File: src/include/idx_ops_pkg.sv
// package: opcodes, flag positions, timing and carrier types for the index/transfer unit
//
// Operation
// RQ1: index pointer from two 8-bit halves
// RQ2: indexed addresses use full 16-bit pointer
// RQ3: some instructions touch only low half
// RQ4: low half is general data register
// RQ5: transfers move data between accumulator, low half
// RQ6: reset clears upper half, keeps lower
// RQ7: opcode 97 copies accumulator to low half
// RQ8: test sets N,Z, clears V, stores nothing
// RQ9: opcode 95 loads pointer with stack+1
// RQ10: opcode 94 loads stack with pointer-1
// RQ11: opcode 8F clears mask, waits for interrupt
// RQ12: cycles counted in bus clocks, half rate
// RQ13: 84 loads flags, 85 reads flags
// RQ14: opcode 9F copies low half to accumulator
package idx_ops_pkg;

    // ------------------------------------------------------------
    // opcodes
    // ------------------------------------------------------------
    localparam logic [7:0] OP_ACC_TO_FLAGS    = 8'h84;
    localparam logic [7:0] OP_FLAGS_TO_ACC    = 8'h85;
    localparam logic [7:0] OP_PTR_TO_STACK    = 8'h94;
    localparam logic [7:0] OP_STACK_TO_PTR    = 8'h95;
    localparam logic [7:0] OP_ACC_TO_LOW      = 8'h97;
    localparam logic [7:0] OP_LOW_TO_ACC      = 8'h9f;
    localparam logic [7:0] OP_WAIT_IRQ        = 8'h8f;
    localparam logic [7:0] OP_TEST_DIR        = 8'h3d;
    localparam logic [7:0] OP_TEST_ACC        = 8'h4d;
    localparam logic [7:0] OP_TEST_LOW        = 8'h5d;
    localparam logic [7:0] OP_TEST_IX1        = 8'h6d;
    localparam logic [7:0] OP_TEST_IX         = 8'h7d;
    localparam logic [7:0] OP_PAGE2           = 8'h9e;
    localparam logic [7:0] OP_TEST_SP1        = 8'h6d;
    // low-half data ops (inherent, X form)
    localparam logic [7:0] OP_LOW_CLEAR       = 8'h5f;
    localparam logic [7:0] OP_LOW_INC         = 8'h5c;
    localparam logic [7:0] OP_LOW_DEC         = 8'h5a;
    localparam logic [7:0] OP_LOW_COM         = 8'h53;
    localparam logic [7:0] OP_LOW_NEG         = 8'h50;
    localparam logic [7:0] OP_LOW_LSL         = 8'h58;
    localparam logic [7:0] OP_LOW_LSR         = 8'h54;
    localparam logic [7:0] OP_LOW_ROL         = 8'h59;
    localparam logic [7:0] OP_LOW_ROR         = 8'h56;

    // ------------------------------------------------------------
    // condition code bit positions
    // ------------------------------------------------------------
    localparam int unsigned CC_C = 0;
    localparam int unsigned CC_Z = 1;
    localparam int unsigned CC_N = 2;
    localparam int unsigned CC_I = 3;
    localparam int unsigned CC_H = 4;
    localparam int unsigned CC_V = 7;
    localparam logic [7:0]  CC_FIXED_ONES = 8'h60;   // bits 6:5 forced to one when flags are loaded from the accumulator

    // ------------------------------------------------------------
    // reset values and constants
    // ------------------------------------------------------------
    localparam logic [7:0]  HIGH_RESET   = 8'h00;
    localparam logic [15:0] PTR_STEP     = 16'h0001;
    localparam logic [7:0]  BYTE_ZERO    = 8'h00;
    localparam logic [7:0]  CC_RESET     = 8'h68;    // mask set after reset

    // ------------------------------------------------------------
    // timing: core clock 100 MHz, bus clock half of it
    // ------------------------------------------------------------
    localparam int unsigned CORE_PERIOD_NS = 10;
    localparam int unsigned BUS_DIV        = 2;
    localparam int unsigned CYC_ONE        = 1;      // bus cycles, single-cycle ops
    localparam int unsigned CYC_TWO        = 2;      // bus cycles, pointer moves and wait

    // ------------------------------------------------------------
    // carrier types
    // ------------------------------------------------------------
    typedef struct packed {
        logic       valid;     // start the instruction
        logic [7:0] opcode;    // opcode byte after any prefix
        logic       page2;     // prefix byte seen
        logic [7:0] operand;   // memory operand for test forms
    } instr_req_t;

    typedef struct packed {
        logic [7:0]  acc;
        logic [7:0]  cc;
        logic [15:0] stack_pointer;
    } core_regs_t;

endpackage : idx_ops_pkg

File: src/bus_clk_div.sv
// bus clock enable divider: one pulse per bus clock
`timescale 1ns/1ns
module bus_clk_div
    import idx_ops_pkg::*;
#(
    parameter int unsigned DIV = BUS_DIV
) (
    // clock and reset
    input  wire logic mclk,
    input  wire logic arst_n,
    // enable out
    output logic      bus_en
);
    localparam int unsigned CW = (DIV > 1) ? $clog2(DIV) : 1;
    localparam logic [CW-1:0] LAST = CW'(DIV - 1);

    logic [CW-1:0] cnt_reg;   // position in the bus clock
    wire           wrap = (cnt_reg == LAST);

    // ------------------------------------------------------------
    // counter, pulse on wrap
    // ------------------------------------------------------------
    always_ff @(posedge mclk or negedge arst_n) begin
        if (!arst_n) begin
            cnt_reg <= '0;
            bus_en  <= 1'b0;
        end else begin
            cnt_reg <= wrap ? '0 : cnt_reg + CW'(1);
            bus_en  <= wrap; // RQ12
        end
    end
endmodule : bus_clk_div

File: src/index_reg_transfer_ops.sv
// index pointer and transfer/test/wait instruction unit
`timescale 1ns/1ns
module index_reg_transfer_ops
    import idx_ops_pkg::*;
(
    // clock and reset
    input  wire logic        mclk,
    input  wire logic        arst_n,
    // instruction request
    input  instr_req_t       req,
    input  wire logic        irq_pending,
    // core register image in
    input  core_regs_t       regs_in,
    input  wire logic [7:0]  offset8,
    // results
    output core_regs_t       regs_out,
    output logic [7:0]       index_high,
    output logic [7:0]       index_low,
    output logic [15:0]      eff_addr,
    output logic             busy,
    output logic             halted,
    output logic             done
);
    // ------------------------------------------------------------
    // bus clock enable
    // ------------------------------------------------------------
    // every cycle count below is in bus clocks, so counting and waking wait on this; a request is taken on any core clock
    // the divider lives apart so the bus rate can change without touching this unit
    logic bus_en;                // one-cycle pulse per bus clock
    bus_clk_div #(.DIV(BUS_DIV)) u_div (
        .mclk   (mclk),
        .arst_n (arst_n),
        .bus_en (bus_en)
    );

    // ------------------------------------------------------------
    // sequencer state and latched request
    // ------------------------------------------------------------
    // idle takes a request, exec counts bus cycles, wait sleeps until an interrupt
    typedef enum logic [1:0] {ST_IDLE, ST_EXEC, ST_WAIT} state_t;
    state_t      state_reg;      // sequencer state
    logic [1:0]  cyc_reg;        // bus cycles left
    logic [7:0]  op_reg;         // latched opcode
    logic        pg2_reg;        // latched prefix
    logic [7:0]  opnd_reg;       // latched memory operand
    logic [7:0]  low_reg;        // not reset: value survives reset
    logic [7:0]  high_reg;       // upper half, cleared by reset

    // ------------------------------------------------------------
    // decode helpers
    // ------------------------------------------------------------
    // bus clocks per opcode; anything unrecognised finishes in one
    function automatic logic [1:0] bus_cycles(input logic [7:0] op);
        case (op)
            OP_STACK_TO_PTR, OP_PTR_TO_STACK, OP_WAIT_IRQ: bus_cycles = 2'(CYC_TWO);
            default:                                      bus_cycles = 2'(CYC_ONE);
        endcase
    endfunction : bus_cycles

    // memory-operand test forms, the prefixed stack-relative one included
    function automatic logic is_test_mem(input logic [7:0] op, input logic pg);
        is_test_mem = (!pg && (op == OP_TEST_DIR || op == OP_TEST_IX1 || op == OP_TEST_IX))
                      || (pg && op == OP_TEST_SP1);
    endfunction : is_test_mem

    // pointer moves stay 16 bits wide so the carry between the halves is kept
    wire [15:0] ptr      = {high_reg, low_reg};                      // RQ1
    wire [15:0] ptr_inc  = regs_in.stack_pointer + PTR_STEP;         // RQ9
    wire [15:0] ptr_dec  = ptr - PTR_STEP;                           // RQ10
    wire        start    = (state_reg == ST_IDLE) && req.valid;
    wire        last_cyc = bus_en && (cyc_reg == 2'd1);
    wire        exec_end = (state_reg == ST_EXEC) && last_cyc;
    // an interrupt ends the sleep only on a bus clock, like each exec count step
    wire        wake     = (state_reg == ST_WAIT) && irq_pending && bus_en;
    // pointer plus optional offset for the indexed test forms
    wire [15:0] ix_addr  = (op_reg == OP_TEST_IX) ? ptr : ptr + {8'h00, offset8}; // RQ2

    // limitation: the memory test forms take one bus clock here, because the
    // operand byte arrives with the request instead of being fetched
    // test source: accumulator, low half or memory
    wire [7:0] test_val = (!pg2_reg && op_reg == OP_TEST_ACC) ? regs_in.acc :
                          (!pg2_reg && op_reg == OP_TEST_LOW) ? low_reg : opnd_reg;
    wire       is_test  = (!pg2_reg && (op_reg == OP_TEST_ACC || op_reg == OP_TEST_LOW))
                          || is_test_mem(op_reg, pg2_reg);

    // low-half data ops, upper half untouched
    // the upper half never enters this path, which is what keeps it intact
    logic [7:0] low_alu;         // result for the lower half
    logic       low_alu_hit;     // opcode is one of the lower-half data ops
    logic       low_carry;       // carry defaults to the incoming flag
    always_comb begin
        low_alu     = low_reg;
        low_alu_hit = !pg2_reg;
        low_carry   = regs_in.cc[CC_C];
        case (op_reg)
            OP_LOW_CLEAR: low_alu = BYTE_ZERO;                                  // RQ4
            OP_LOW_INC:   low_alu = low_reg + 8'h01;                             // RQ4
            OP_LOW_DEC:   low_alu = low_reg - 8'h01;                             // RQ4
            OP_LOW_COM:   begin low_alu = ~low_reg; low_carry = 1'b1; end       // RQ4
            OP_LOW_NEG:   begin
                low_alu   = BYTE_ZERO - low_reg;                                 // RQ4
                low_carry = (low_reg != BYTE_ZERO);
            end
            OP_LOW_LSL:   begin low_alu = {low_reg[6:0], 1'b0}; low_carry = low_reg[7]; end
            OP_LOW_LSR:   begin low_alu = {1'b0, low_reg[7:1]}; low_carry = low_reg[0]; end
            OP_LOW_ROL:   begin
                low_alu   = {low_reg[6:0], regs_in.cc[CC_C]};
                low_carry = low_reg[7];
            end
            OP_LOW_ROR:   begin
                low_alu   = {regs_in.cc[CC_C], low_reg[7:1]};
                low_carry = low_reg[0];
            end
            default:      low_alu_hit = 1'b0;
        endcase
    end

    // ------------------------------------------------------------
    // sequencer
    // ------------------------------------------------------------
    // a request is taken only while idle; one that arrives while busy is ignored
    always_ff @(posedge mclk or negedge arst_n) begin
        if (!arst_n) begin
            state_reg <= ST_IDLE;
            cyc_reg   <= '0;
            op_reg    <= BYTE_ZERO;
            pg2_reg   <= 1'b0;
            opnd_reg  <= BYTE_ZERO;
        end else begin
            case (state_reg)
                // latch the request so later changes on req cannot disturb it
                ST_IDLE: if (start) begin
                    state_reg <= ST_EXEC;
                    op_reg    <= req.opcode;
                    pg2_reg   <= req.page2;
                    opnd_reg  <= req.operand;
                    cyc_reg   <= bus_cycles(req.opcode);                 // RQ12
                end
                // count down bus clocks; the wait opcode then goes to sleep
                ST_EXEC: if (bus_en) begin
                    cyc_reg <= cyc_reg - 2'd1;
                    if (cyc_reg == 2'd1)
                        state_reg <= (op_reg == OP_WAIT_IRQ && !pg2_reg) ? ST_WAIT : ST_IDLE; // RQ11
                end
                // sleep lasts until an interrupt shows up on a bus clock
                ST_WAIT: if (wake) state_reg <= ST_IDLE;                           // RQ11
                default: state_reg <= ST_IDLE;
            endcase
        end
    end

    // ------------------------------------------------------------
    // index halves: upper cleared by reset, lower kept
    // ------------------------------------------------------------
    // the upper half only moves on the stack-to-pointer transfer
    always_ff @(posedge mclk or negedge arst_n) begin
        if (!arst_n) high_reg <= HIGH_RESET;                                       // RQ6
        else if (exec_end && !pg2_reg && op_reg == OP_STACK_TO_PTR)
            high_reg <= ptr_inc[15:8];                                             // RQ9
    end

    // no reset here on purpose: the lower half must keep its value through reset
    always_ff @(posedge mclk) begin
        if (exec_end && !pg2_reg) begin
            if (op_reg == OP_ACC_TO_LOW) low_reg <= regs_in.acc;                   // RQ7 RQ5 RQ3
            else if (op_reg == OP_STACK_TO_PTR) low_reg <= ptr_inc[7:0];           // RQ9
            else if (low_alu_hit) low_reg <= low_alu;                              // RQ3
        end
    end

    // ------------------------------------------------------------
    // register image outputs
    // ------------------------------------------------------------
    // every output is registered, so each shows one clock after the internal state;
    // the image passes regs_in through; effects land in the done cycle, and the wait opcode also clears the mask as it goes to sleep
    always_ff @(posedge mclk or negedge arst_n) begin
        if (!arst_n) begin
            regs_out   <= '0;
            index_high <= HIGH_RESET;
            index_low  <= BYTE_ZERO;
            eff_addr   <= '0;
            busy       <= 1'b0;
            halted     <= 1'b0;
            done       <= 1'b0;
        end else begin
            index_high <= high_reg;
            index_low  <= low_reg;
            // the direct form uses the operand byte as a low-page address
            eff_addr   <= (op_reg == OP_TEST_DIR && !pg2_reg) ? {8'h00, opnd_reg} :
                          (pg2_reg ? regs_in.stack_pointer + {8'h00, offset8} : ix_addr); // RQ2
            busy       <= (state_reg != ST_IDLE) || start;
            // halted drops in the wake cycle so it never overlaps done
            halted     <= (state_reg == ST_WAIT) && !wake;
            done       <= (exec_end && !(op_reg == OP_WAIT_IRQ && !pg2_reg))
                          || wake;
            // pass-through first; the branches below override single fields
            regs_out   <= regs_in;
            if (exec_end) begin
                if (is_test) begin
                    regs_out.cc[CC_V] <= 1'b0;                                     // RQ8
                    regs_out.cc[CC_N] <= test_val[7];                              // RQ8
                    regs_out.cc[CC_Z] <= (test_val == BYTE_ZERO);                  // RQ8
                end else if (!pg2_reg) begin
                    case (op_reg)
                        OP_ACC_TO_FLAGS: regs_out.cc <= regs_in.acc | CC_FIXED_ONES; // RQ13
                        OP_FLAGS_TO_ACC: regs_out.acc <= regs_in.cc;               // RQ13
                        OP_LOW_TO_ACC:   regs_out.acc <= low_reg;                  // RQ14 RQ5
                        OP_PTR_TO_STACK: regs_out.stack_pointer <= ptr_dec;        // RQ10
                        OP_WAIT_IRQ:     regs_out.cc[CC_I] <= 1'b0;                // RQ11
                        // lower-half data ops set N and Z from their result and C from low_carry
                        default: if (low_alu_hit) begin
                            regs_out.cc[CC_N] <= low_alu[7];
                            regs_out.cc[CC_Z] <= (low_alu == BYTE_ZERO);
                            regs_out.cc[CC_C] <= low_carry;
                        end
                    endcase
                end
            end
            // the wake cycle carries the mask clear, since done only comes then
            if (wake) regs_out.cc[CC_I] <= 1'b0;                                   // RQ11
        end
    end
endmodule : index_reg_transfer_ops

File: config.mk
export PLATFORM = sky130hd
export DESIGN_NAME = index_reg_transfer_ops
export DESIGN_NICKNAME = d
export VERILOG_FILES = /design/src/include/idx_ops_pkg.sv /design/src/bus_clk_div.sv /design/src/index_reg_transfer_ops.sv
export SDC_FILE = /design/constraint.sdc
export NUM_CORES = 1
export LEC_CHECK = 0
export BUFFER_PORTS_ARGS = -buffer_cell sky130_fd_sc_hd__buf_4
export CORE_MARGIN = 2
export CORE_UTILIZATION = 40
export DETAILED_ROUTE_END_ITERATION = 8
export PLACE_DENSITY = 0.71
export SYNTH_ARGS = -nofsm -noshare
export SYNTH_HDL_FRONTEND = slang
export SYNTH_SLANG_ARGS = --single-unit
File: constraint.sdc
create_clock -name mclk -period 4 [get_ports mclk]
set_input_delay 0.8 -clock mclk [delete_from_list [all_inputs] [get_ports mclk]]
set_output_delay 0.8 -clock mclk [all_outputs]
set_load 0.005 [all_outputs]
### Word-level counts from Yosys, hierarchy flattened

Cells that the tools add are included.

| word-level totals | value |
|---|---|
| register bits | 106 |
| latch bits | 0 |
| memory bits (writable) | 0 |
| ROM bits | 0 |
| logic and storage cells | 137 |
| memories kept | 0 |

| operators by class | value |
|---|---|
| $add $sub $neg | 9 |
| $mul | 0 |
| divide/modulo/power cells | 0 |
| $lt $le $gt $ge | 0 |
| equal/unequal tests | 31 |
| shift-type cells | 0 |
| muxes and demuxes | 36 |
| bitwise operators | 1 |
| reduce and logical (&&, ||, !) cells | 42 |

Operators by type and width:

| operator | count |
|---|---|
| equality test 8 x 7 -> 1 bit, second input constant | 13 |
| equality test 8 bit, second input constant | 10 |
| one-hot mux 8 bit (9 select lines) | 1 |
| 2-to-1 mux 16 bit | 4 |
| 2-to-1 mux 32 bit | 2 |
| 2-to-1 mux 8 bit | 6 |
| adder 16 x 8 -> 16 bit | 2 |
| 2-to-1 mux 2 bit | 9 |
| 2-to-1 mux 17 bit | 1 |
| adder 16 x 1 -> 16 bit, second input constant | 1 |
| logical AND 1 bit | 16 |
| logical NOT 8 bit | 2 |
| one-hot mux 8 bit (2 select lines) | 1 |
| subtractor 16 x 1 -> 16 bit, second input constant | 1 |
| OR reduction 9 bit | 1 |
| adder 8 x 1 -> 8 bit, second input constant | 1 |
| equality test 8 x 6 -> 1 bit, second input constant | 1 |
| 2-to-1 mux 4 bit | 2 |
| NOT 8 bit | 1 |
| nonzero test 8 bit | 1 |
| subtractor 1 x 8 -> 8 bit, first input constant | 1 |
| subtractor 8 x 1 -> 8 bit, second input constant | 1 |
| logical OR 1 bit | 7 |
| != test 2 bit, second input constant | 3 |
| 22 further kinds | 31 |

### Logic depth before layout (Yosys ltp)

Gate-level depths: netlist of the first run.

| logic depth | value |
|---|---|
| word-level depth | 9 |
| depth in mapped cells | 12 |
| gate-level depth less buffers | 11 |

### Cells and area by module

A second synthesis of the first run with hierarchy kept.

| unflattened totals | value |
|---|---|
| cell total of the unflattened synthesis | 743 |
| area total of the unflattened synthesis | 6,732.7 sq um |

Modules (own cells, without submodules):

| module | times used | cells each | area each (sq um) | seq. area each (sq um) |
|---|---|---|---|---|
| index_reg_transfer_ops | 1 | 740 | 6,678.9 | 2,642.5 |
| bus_clk_div | 1 | 3 | 53.8 | 50.0 |

### Worst setup path before layout of the first run

No wires, ideal clock.

| path | value |
|---|---|
| path kind | flip-flop to flip-flop |
| from | register op_reg[7] |
| to | register regs_out[17] (netlist bit) |
| arrival | 2.741 ns |
| setup slack | 1.133 ns |
| cell stages (with the launch flop) | 13 |
| path buffers | 2 |
| period minus slack after synthesis | 2.867 ns |
| cells stage by stage | dfrtp_1 > buf_2 > nand4bb_4 > buf_4 > nor3_4 > ha_1 > a211oi_1 > o21ai_0 > a41oi_1 > xnor3_1 > o211ai_1 > nor3_1 > o2bb2ai_1 |

| between the ends | value |
|---|---|
| word-level cells in the longest chain between the ends | 8 |

RTL lines:

| item | RTL line | source |
|---|---|---|
| from (decl) | index_reg_transfer_ops.sv:43 | `logic [7:0] op_reg;` |
| from (signal assigned) | index_reg_transfer_ops.sv:134 | `op_reg <= req.opcode;` |
| equality test 8 x 7 -> 1 bit, or another cell as far along | index_reg_transfer_ops.sv:95 | `case (op_reg)` |
| one-hot mux 8 bit (9 select lines), or another cell as far along | index_reg_transfer_ops.sv:95 |  |
| logical NOT 8 bit, or another cell as far along | index_reg_transfer_ops.sv:213 | `regs_out.cc[CC_Z] <= (low_alu == BYTE_ZERO);` |
| 2-to-1 mux 3 bit or logical AND 1 bit (tied branches) | index_reg_transfer_ops.sv:211, index_reg_transfer_ops.sv:62 |  |
| one-hot mux 3 bit (2 select lines) or logical OR 1 bit (tied branches) | index_reg_transfer_ops.sv:204, index_reg_transfer_ops.sv:63 |  |
| 2-to-1 mux 32 bit or logical OR 1 bit (tied branches) | index_reg_transfer_ops.sv:203, index_reg_transfer_ops.sv:84 |  |
| 2-to-1 mux 2 bit * | index_reg_transfer_ops.sv:199 | `if (is_test) begin` |
| 2-to-1 mux 32 bit * | index_reg_transfer_ops.sv:198 | `if (exec_end) begin` |
| to (signal assigned) | index_reg_transfer_ops.sv:197 | `regs_out <= regs_in;` |
| to (decl) | index_reg_transfer_ops.sv:16 | `output core_regs_t regs_out,` |

Every way passes the cells marked *; elsewhere a longest branch is shown, timed or not.
A chain may end at the register's enable or synchronous reset.

### Worst setup path after layout of the first run

| path | value |
|---|---|
| from | register op_reg[4] |
| to | register low_reg[6], data pin |

| between the ends | value |
|---|---|
| word-level cells in the longest chain between the ends | 5 |

RTL lines:

| item | RTL line | source |
|---|---|---|
| equality test 8 x 7 -> 1 bit | index_reg_transfer_ops.sv:95 |  |
| one-hot mux 8 bit (9 select lines) | index_reg_transfer_ops.sv:95 |  |
| 2-to-1 mux 8 bit | index_reg_transfer_ops.sv:167 | `else if (low_alu_hit) low_reg <= low_alu;` |
| 2-to-1 mux 8 bit | index_reg_transfer_ops.sv:166 | `else if (op_reg == OP_STACK_TO_PTR) low_reg <= ptr_inc[7:0];` |
| 2-to-1 mux 8 bit * | index_reg_transfer_ops.sv:165 | `if (op_reg == OP_ACC_TO_LOW) low_reg <= regs_in.acc;` |
| to (signal assigned) | index_reg_transfer_ops.sv:165 |  |
| to (signal assigned) | index_reg_transfer_ops.sv:166 |  |
| to (signal assigned) | index_reg_transfer_ops.sv:167 |  |
| to (decl) | index_reg_transfer_ops.sv:46 | `logic [7:0] low_reg;` |

Every way passes the cells marked *; elsewhere a longest branch is shown, timed or not. The select of a mux whose other input is x is not followed.

==> qor.yml, run 1 <==
cts:
  cts_root_buffer: "clkbuf_16"
  clk_pin_slew_worst_paths_ns: 0.08
  ctsResizeCount: 0
  clk_path_buf_depth: 2
  post-cts-setup-buffers: 0
  cts.sinks: 106
  holdBufCountCts: 0
  cts_tree: "yes"
  clock_latency_ns: 0.35
  cts_buffers: 9
  htreeDepth: 3
worst_setup_path:
  critPathRequiredTime_ns: 4.09
  crit_arrival_ns: 3.44
  cp_max_fo: 13
  rrSetupSlack_ns: 0.65
  end_kind: "register"
  reg2reg_from: "op_reg[4]"
  crit_path_start_kind: "register"
  path_class: "reg -> reg"
  r2r_cells: 10
  r2r_end: "low_reg[6]"
route:
  dr.pass1.iters: 5
  finalWirelength_mm: 20.2
  vias: 6099
  avgRoutedWirePerCell_um: 18.8
  drc_errors: 0
  final_antenna_net_count: 0
  drt_iter0_drc: 504
  vias_per_cell: 5.67
global_route:
  grt_max_degree: 65
  grt-ovfl-total: 0
  grt_pass1_vias: 5931
  antenna_found_initial: 0
  grt.total_usage_pct: 22.9
  grt_pass1_wl_mm: 32.1
timing:
  postLayoutSetupSlackWorst_ns: 0.653
  final_max_slew_viol_count: 0
  finalSetupViolCount: 0
  fmax_mhz: 299
  timing.slew.headroom_pct: 38.5
  skew_ns: 0.0103
  hold_slack_ns: 0.387
  tightest_slew_ns: 0.918
  rsz0062_at_grt: "no"
  finalCriticalPeriod_ns: 3.35
  hold_viol: 0
  period_share_pct: 83.7
  setup_tns_ns: 0
worst_hold_path:
  hold_depth: 0
  hold_class: "reg -> reg"
  min-delay-start: "u_div.cnt_reg"
  holdPathEnd: "u_div.bus_en"
power_and_ir_drop:
  ir_worst_vdd_mv: 0.460
  power.density_nw_per_um2: 462
  p_leak_uw: 0.00344
  finalPower_uw: 3830
logic_synthesis:
  ys.flop_type: "dfrtp_1"
  synth_top_area_share_pct: 35.9
  synth_fp_nets: 824
  yosysMostFrequentCell: "dfrtp_1"
  yosysWarnings: 0
  synth_cells: 735
  ys_top_cells_by_count: "dfrtp_1, nor2_1, nand2_1, a21oi_1, o21ai_0"
  synth_edf_count: 8
  yosysSeqAreaShare_pct: 39.5
  yosysTopAreaCell: "dfrtp_1"
  ys_seq_elements: 106
  synth_area_um2: 6820
  ys_top_cells_by_area: "dfrtp_1, ha_1, nor2_1"
  async_flop_share_pct: 92.5
  synth.distinct_cells: 80
  syn_area_per_cell_um2: 9.28
floorplanning:
  die_y_um: 135
  coreArea_um2: 16600
  die_area_um2: 18100
  rows: 47
  start_util_pct: 41.0
  die_x_um: 135
  boundaryPins: 128
final_layout:
  regMostFlops: "regs_out"
  area_growth_syn_to_layout_pct: 21.4
  largestRegisters: "regs_out: 32 flops, eff_addr: 16 flops"
  fin_util_pct: 49.8
  num_antenna_cells: 0
  drive_above_1_share_pct: 23.8
  largest_register_ffs: 32
  fin_nets: 940
status:
  status: "complete, no violations"
place:
  pre_cts_slack_ns: 0.728
  routabilityCongestion: 0.978
  port_buffers: 127
  post-dp-hpwl_mm: 15.2
flow_run:
  max_cap_violations: 0
==> worst max-delay path, stage by stage, from the launching register on <==
cell,delay (ns)
dfrtp_1,0.63
nand4bb_4,0.28
nor3_4,0.49
ha_1,0.37
a211oi_1,0.35
nor3b_1,0.12
o22ai_1,0.21
xor2_1,0.19
o221ai_1,0.14
o21ai_0,0.22
o21ai_0,0.09
==> layout make-up <==
cell class | instances | area, µm²
fill | 1580 | 8360
sequential | 106 | 2690
timing repair buffer | 143 | 1070
clock buffer | 11 | 243
inverter | 21 | 78.8
tap | 220 | 275
clock inverter | 5 | 45.0
multi-input combinational | 570 | 3880
==> cells in the final DEF (no fill, tap or decap), types with 8 or more instances in the layout <==
master / Yosys / final
nor2_1: 70 / 70
xnor2_1: 27 / 27
nand3_1: 22 / 22
xor2_1: 28 / 28
nor2b_1: 12 / 12
and3_1: 11 / 11
nand2_1: 60 / 60
nand2b_1: 10 / 10
a21oi_1: 51 / 51
a22oi_1: 12 / 12
nor3_1: 13 / 13
a211oi_1: 16 / 16
a22o_1: 12 / 12
inv_1: 21 / 21
clkbuf_16: 0 / 9
or2_2: 8 / 8
mux2_2: 16 / 16
o21ai_0: 51 / 51
buf_4: 2 / 143
edfxtp_1: 8 / 8
dfrtp_1: 98 / 98
ha_1: 25 / 25
a31oi_1: 8 / 8
==> power breakdown <==
group	total [µW]	leakage [µW]	switching (µW)	internal [µW]
Combinational	1420	0.00213	748	668
Sequential	1550	0.00117	238	1310
Clock	866	0.000139	416	450
==> worst max path at each step <==
| stage | slack [ns] | to | startpoint |
|---|---|---|---|
| 6_report | 0.65 | low_reg[6] | op_reg[4] |
| 5_1_grt | 0.41 | low_reg[6] | op_reg[3] |
| 3_5_place_dp | 0.73 | low_reg[6] | op_reg[4] |
| 4_1_cts | 0.70 | low_reg[6] | op_reg[4] |
| 3_3_place_gp | 0.88 | eff_addr[6] | regs_in[0] |
| 2_1_floorplan | 1.13 | regs_out[17] | op_reg[7] |
==> kinds of logic after synthesis <==
logic type                 Yosys count  synth area share, %
AOI/OAI and AO/OA                  206                 19.7
xor gates and xnor gates            56                 7.39
muxes                               20                 3.23
buffers and inverters               59                 3.89
adders and majority gates           28                 5.46
DFF                                106                 39.5
and+or+nand+nor                    260                 20.9
==> stage by stage <==
step | instances | instance area (µm²)
floorplan | 735 | 6820
global placement | 1060 | 8000
detailed placement | 1060 | 8000
CTS | 1076 | 8290
global route | 1076 | 8290
finish | 1076 | 8290
==> per-layer routing <==
layer  routed length (µm)  share of wire [%]  up-vias  GRT usage [%]
met5                    0                  0        -              0
met3                 1420                7.0       41           3.04
met2                 9250                 46      277           36.3
met1                 9010                 45     2883           31.8
met4                  515                2.6        0           9.01
li1                     -                  -     2898              -
Power figures use the tool's default switching activity.
==> run 2, diff against run 1 <==
--- a/config.mk
+++ b/config.mk
@@ -5,11 +5,12 @@
 export SDC_FILE = /design/constraint.sdc
 export NUM_CORES = 1
 export LEC_CHECK = 0
+export ABC_AREA = 1
 export BUFFER_PORTS_ARGS = -buffer_cell sky130_fd_sc_hd__buf_4
 export CORE_MARGIN = 2
 export CORE_UTILIZATION = 40
 export DETAILED_ROUTE_END_ITERATION = 8
-export PLACE_DENSITY = 0.71
+export PLACE_DENSITY = 0.73
 export SYNTH_ARGS = -nofsm -noshare
 export SYNTH_HDL_FRONTEND = slang
 export SYNTH_SLANG_ARGS = --single-unit
==> constraint.sdc (replaced) <==
create_clock -name mclk -period 2.81 [get_ports mclk]
set_input_delay 0.562 -clock mclk [delete_from_list [all_inputs] [get_ports mclk]]
set_output_delay 0.562 -clock mclk [all_outputs]
set_load 0.005 [all_outputs]
==> qor.yml, run 2 <==
final_layout:
  fin_nets: 1196
  multi_input_area_um2: 3660
  area_growth_syn_to_layout_pct: 25.1
  regArea_um2: 2690
  mostFrequentLayoutCells: "nand2_1, buf_4, inv_1, nor2_1, dfrtp_1"
  largest_register_ffs: 32
  largestRegisters: "regs_out: 32 flops, eff_addr: 16 flops"
  regMostFlops: "regs_out"
  final_common_cell: "nand2_1"
  nFillCells: 1687
  final_area_um2: 8680
  fin_util_pct: 50.7
  num_antenna_cells: 0
  drive_above_1_share_pct: 20.5
route:
  avgRoutedWirePerCell_um: 16.8
  drt_iter0_drc: 749
  dr.pass1.iters: 6
  drc_errors: 0
  final_antenna_net_count: 0
  vias_per_cell: 5.35
  vias: 7147
  finalWirelength_mm: 22.5
global_route:
  grt_pass1_wl_mm: 35.3
  grt.total_usage_pct: 25.0
  grt_max_degree: 54
  grt-ovfl-total: 0
  antenna_found_initial: 0
  grt_pass1_vias: 6687
floorplanning:
  start_util_pct: 40.5
  rows: 48
  die_y_um: 136
  die_x_um: 136
  boundaryPins: 128
  coreArea_um2: 17100
  die_area_um2: 18400
logic_synthesis:
  muxShareOfSynthArea_pct: 0.812
  ys.flop_type: "dfrtp_1"
  yosysSeqAreaShare_pct: 38.8
  ys_top_cells_by_area: "dfrtp_1, nand2_1, inv_1"
  synth_area_um2: 6940
  ys_top_cells_by_count: "nand2_1, inv_1, nor2_1, dfrtp_1, o21ai_0"
  synth_top_area_share_pct: 35.4
  yosysWarnings: 0
  synth_cells: 955
  synthSimpleGateAreaFrac_pct: 27.9
  synth_top_family_by_area: "simple AND/OR/NAND/NOR gates"
  synth_fa_ha_area_share_pct: 5.38
  synth_compound_area_share_pct: 15.9
  synth_fp_nets: 1044
  yosysMostFrequentCell: "nand2_1"
  syn_area_per_cell_um2: 7.26
  synth_xor_area_share_pct: 2.53
  synth_edf_count: 8
  yosysTopAreaCell: "dfrtp_1"
  ys_seq_elements: 106
  synth.distinct_cells: 48
  async_flop_share_pct: 92.5
power_and_ir_drop:
  p_leak_uw: 0.00425
  finalPower_uw: 5620
  clkPwrFrac_pct: 23.5
  swShare_pct: 38.3
  p_comb_share_pct: 37.9
  switching_power_uw: 2150
  pwr-share-seq_pct: 38.6
  power.density_nw_per_um2: 648
  p_int_uw: 3460
  ir_worst_vdd_mv: 0.357
place:
  routabilityCongestion: 1.01
  port_buffers: 127
  post-dp-hpwl_mm: 17.8
  postPlaceCellArea_um2: 8310
worst_setup_path:
  cp_max_fo: 4
  end_kind: "register"
  critPathRequiredTime_ns: 2.91
  cp_common_cell: "nand3_1"
  max_stage_delay_ns: 0.42
  worstPathCellList: "inv_2 -> nand2_1 -> nor2_4 -> nand3_1 -> inv_2 -> ha_1 -> buf_4 -> or2_2 -> nand3_1 -> nand3_1 -> o311ai_0 -> o21ai_0"
  crit_family: "simple AND/OR/NAND/NOR gates"
  cp_slowest_cell: "dfrtp_1"
  path_class: "reg -> reg"
  cp_num_buf_inv: 3
  crit_path_start_kind: "register"
  crit_arrival_ns: 2.78
  crit_cells: 12
  r2r_cells: 12
cts:
  clock_latency_ns: 0.36
  htreeDepth: 3
  cts_tree: "yes"
  clk_pin_slew_worst_paths_ns: 0.08
  holdBufCountCts: 0
  clk_path_buf_depth: 2
  cts_root_buffer: "clkbuf_16"
  cts_buffers: 9
  cts.sinks: 106
timing:
  final_max_slew_viol_count: 0
  finalCriticalPeriod_ns: 2.68
  finalSetupViolCount: 0
  rsz0062_at_grt: "yes"
  timing.slew.headroom_pct: 60.5
  hold_viol: 0
  period_share_pct: 95.5
  tightest_slew_ns: 0.593
  skew_ns: 0.00769
  fmax_mhz: 373
worst_hold_path:
  hold_class: "in -> async"
status:
  status: "complete, no violations"
flow_run:
  max_cap_violations: 0
-- run 2: cell types whose count changed in the layout (fill, tap and decap cells not counted), moves of 12 or more --
cell	before	now
xnor2_1	27	3
buf_4	143	163
nand3_1	22	63
nor2_1	70	117
nand2_1	60	207
o21ai_0	51	79
inv_1	21	117
nor2b_1	12	0
a211oi_1	16	4
a22o_1	12	0
-- run 2: stage by stage --
stage               setup TNS, ns  hold slack (ns)  cells  setup slack [ns]
floorplan                       0            0.266    955             0.135
global placement                0            0.365   1317             0.143
detailed placement              0            0.367   1317            0.0929
CTS                             0            0.222   1333             0.115
global route               -0.123            0.236   1337           -0.0967
finish                          0            0.189   1337             0.128
-- run 2: cells by family (layout without fill, tap and decap cells) --
logic type / count (synthesis) / after routing
flops: 106 / 106
compound gates: 197 / 197
xor+xnor: 20 / 20
mux: 5 / 5
fa+ha+maj: 28 / 28
simple gates: 446 / 446
buf+inv: 153 / 310
-- run 2: power groups by stage --
stage	Sequential (µW)	Combinational, µW	Clock (µW)
3_5_place_dp	2200	2090	0
5_1_grt	2210	2360	1400
4_1_cts	2170	2100	1340
3_3_place_gp	2190	2070	0
6_report	2170	2130	1320
2_1_floorplan	2170	1170	0
-- run 2: cell type report --
type / count / share of cell area (%)
Clock buffer: 10 / 2.88
Tap cell: 225 / 3.24
Timing Repair Buffer: 164 / 14.3
Clock inverter: 6 / 0.678
Inverter: 130 / 5.67
Multi-Input combinational cell: 696 / 42.2
Sequential cell: 106 / 31.0
-- run 2: timing repair --
action / in CTS / in global routing
gates resized for setup: 0 / 11
endpoints found under the setup margin: 0 / 18
setup buffers: 0 / 4
endpoints found under the hold margin: 0 / 0
-- run 2: per-layer routing --
metal,track usage [%],routed length (µm),up-vias
li1,-,-,3463
met2,39.5,10100,356
met3,6.32,2100,60
met1,32.9,9510,3268
met4,9.84,803,0
met5,0,0,-
-- run 2: path summary, 6_finish.rpt --
kind / to / from / slack [ns]
min in group mclk: u_div.bus_en / u_div.cnt_reg / 0.38
worst max register to register: low_reg[2] / op_reg[7] / 0.13
max in group asynchronous: regs_out[3] / arst_n / 1.93
worst min-delay path: eff_addr[0] / arst_n / 0.19
worst min register to register: u_div.bus_en / u_div.cnt_reg / 0.38
worst max-delay path: low_reg[2] / op_reg[7] / 0.13
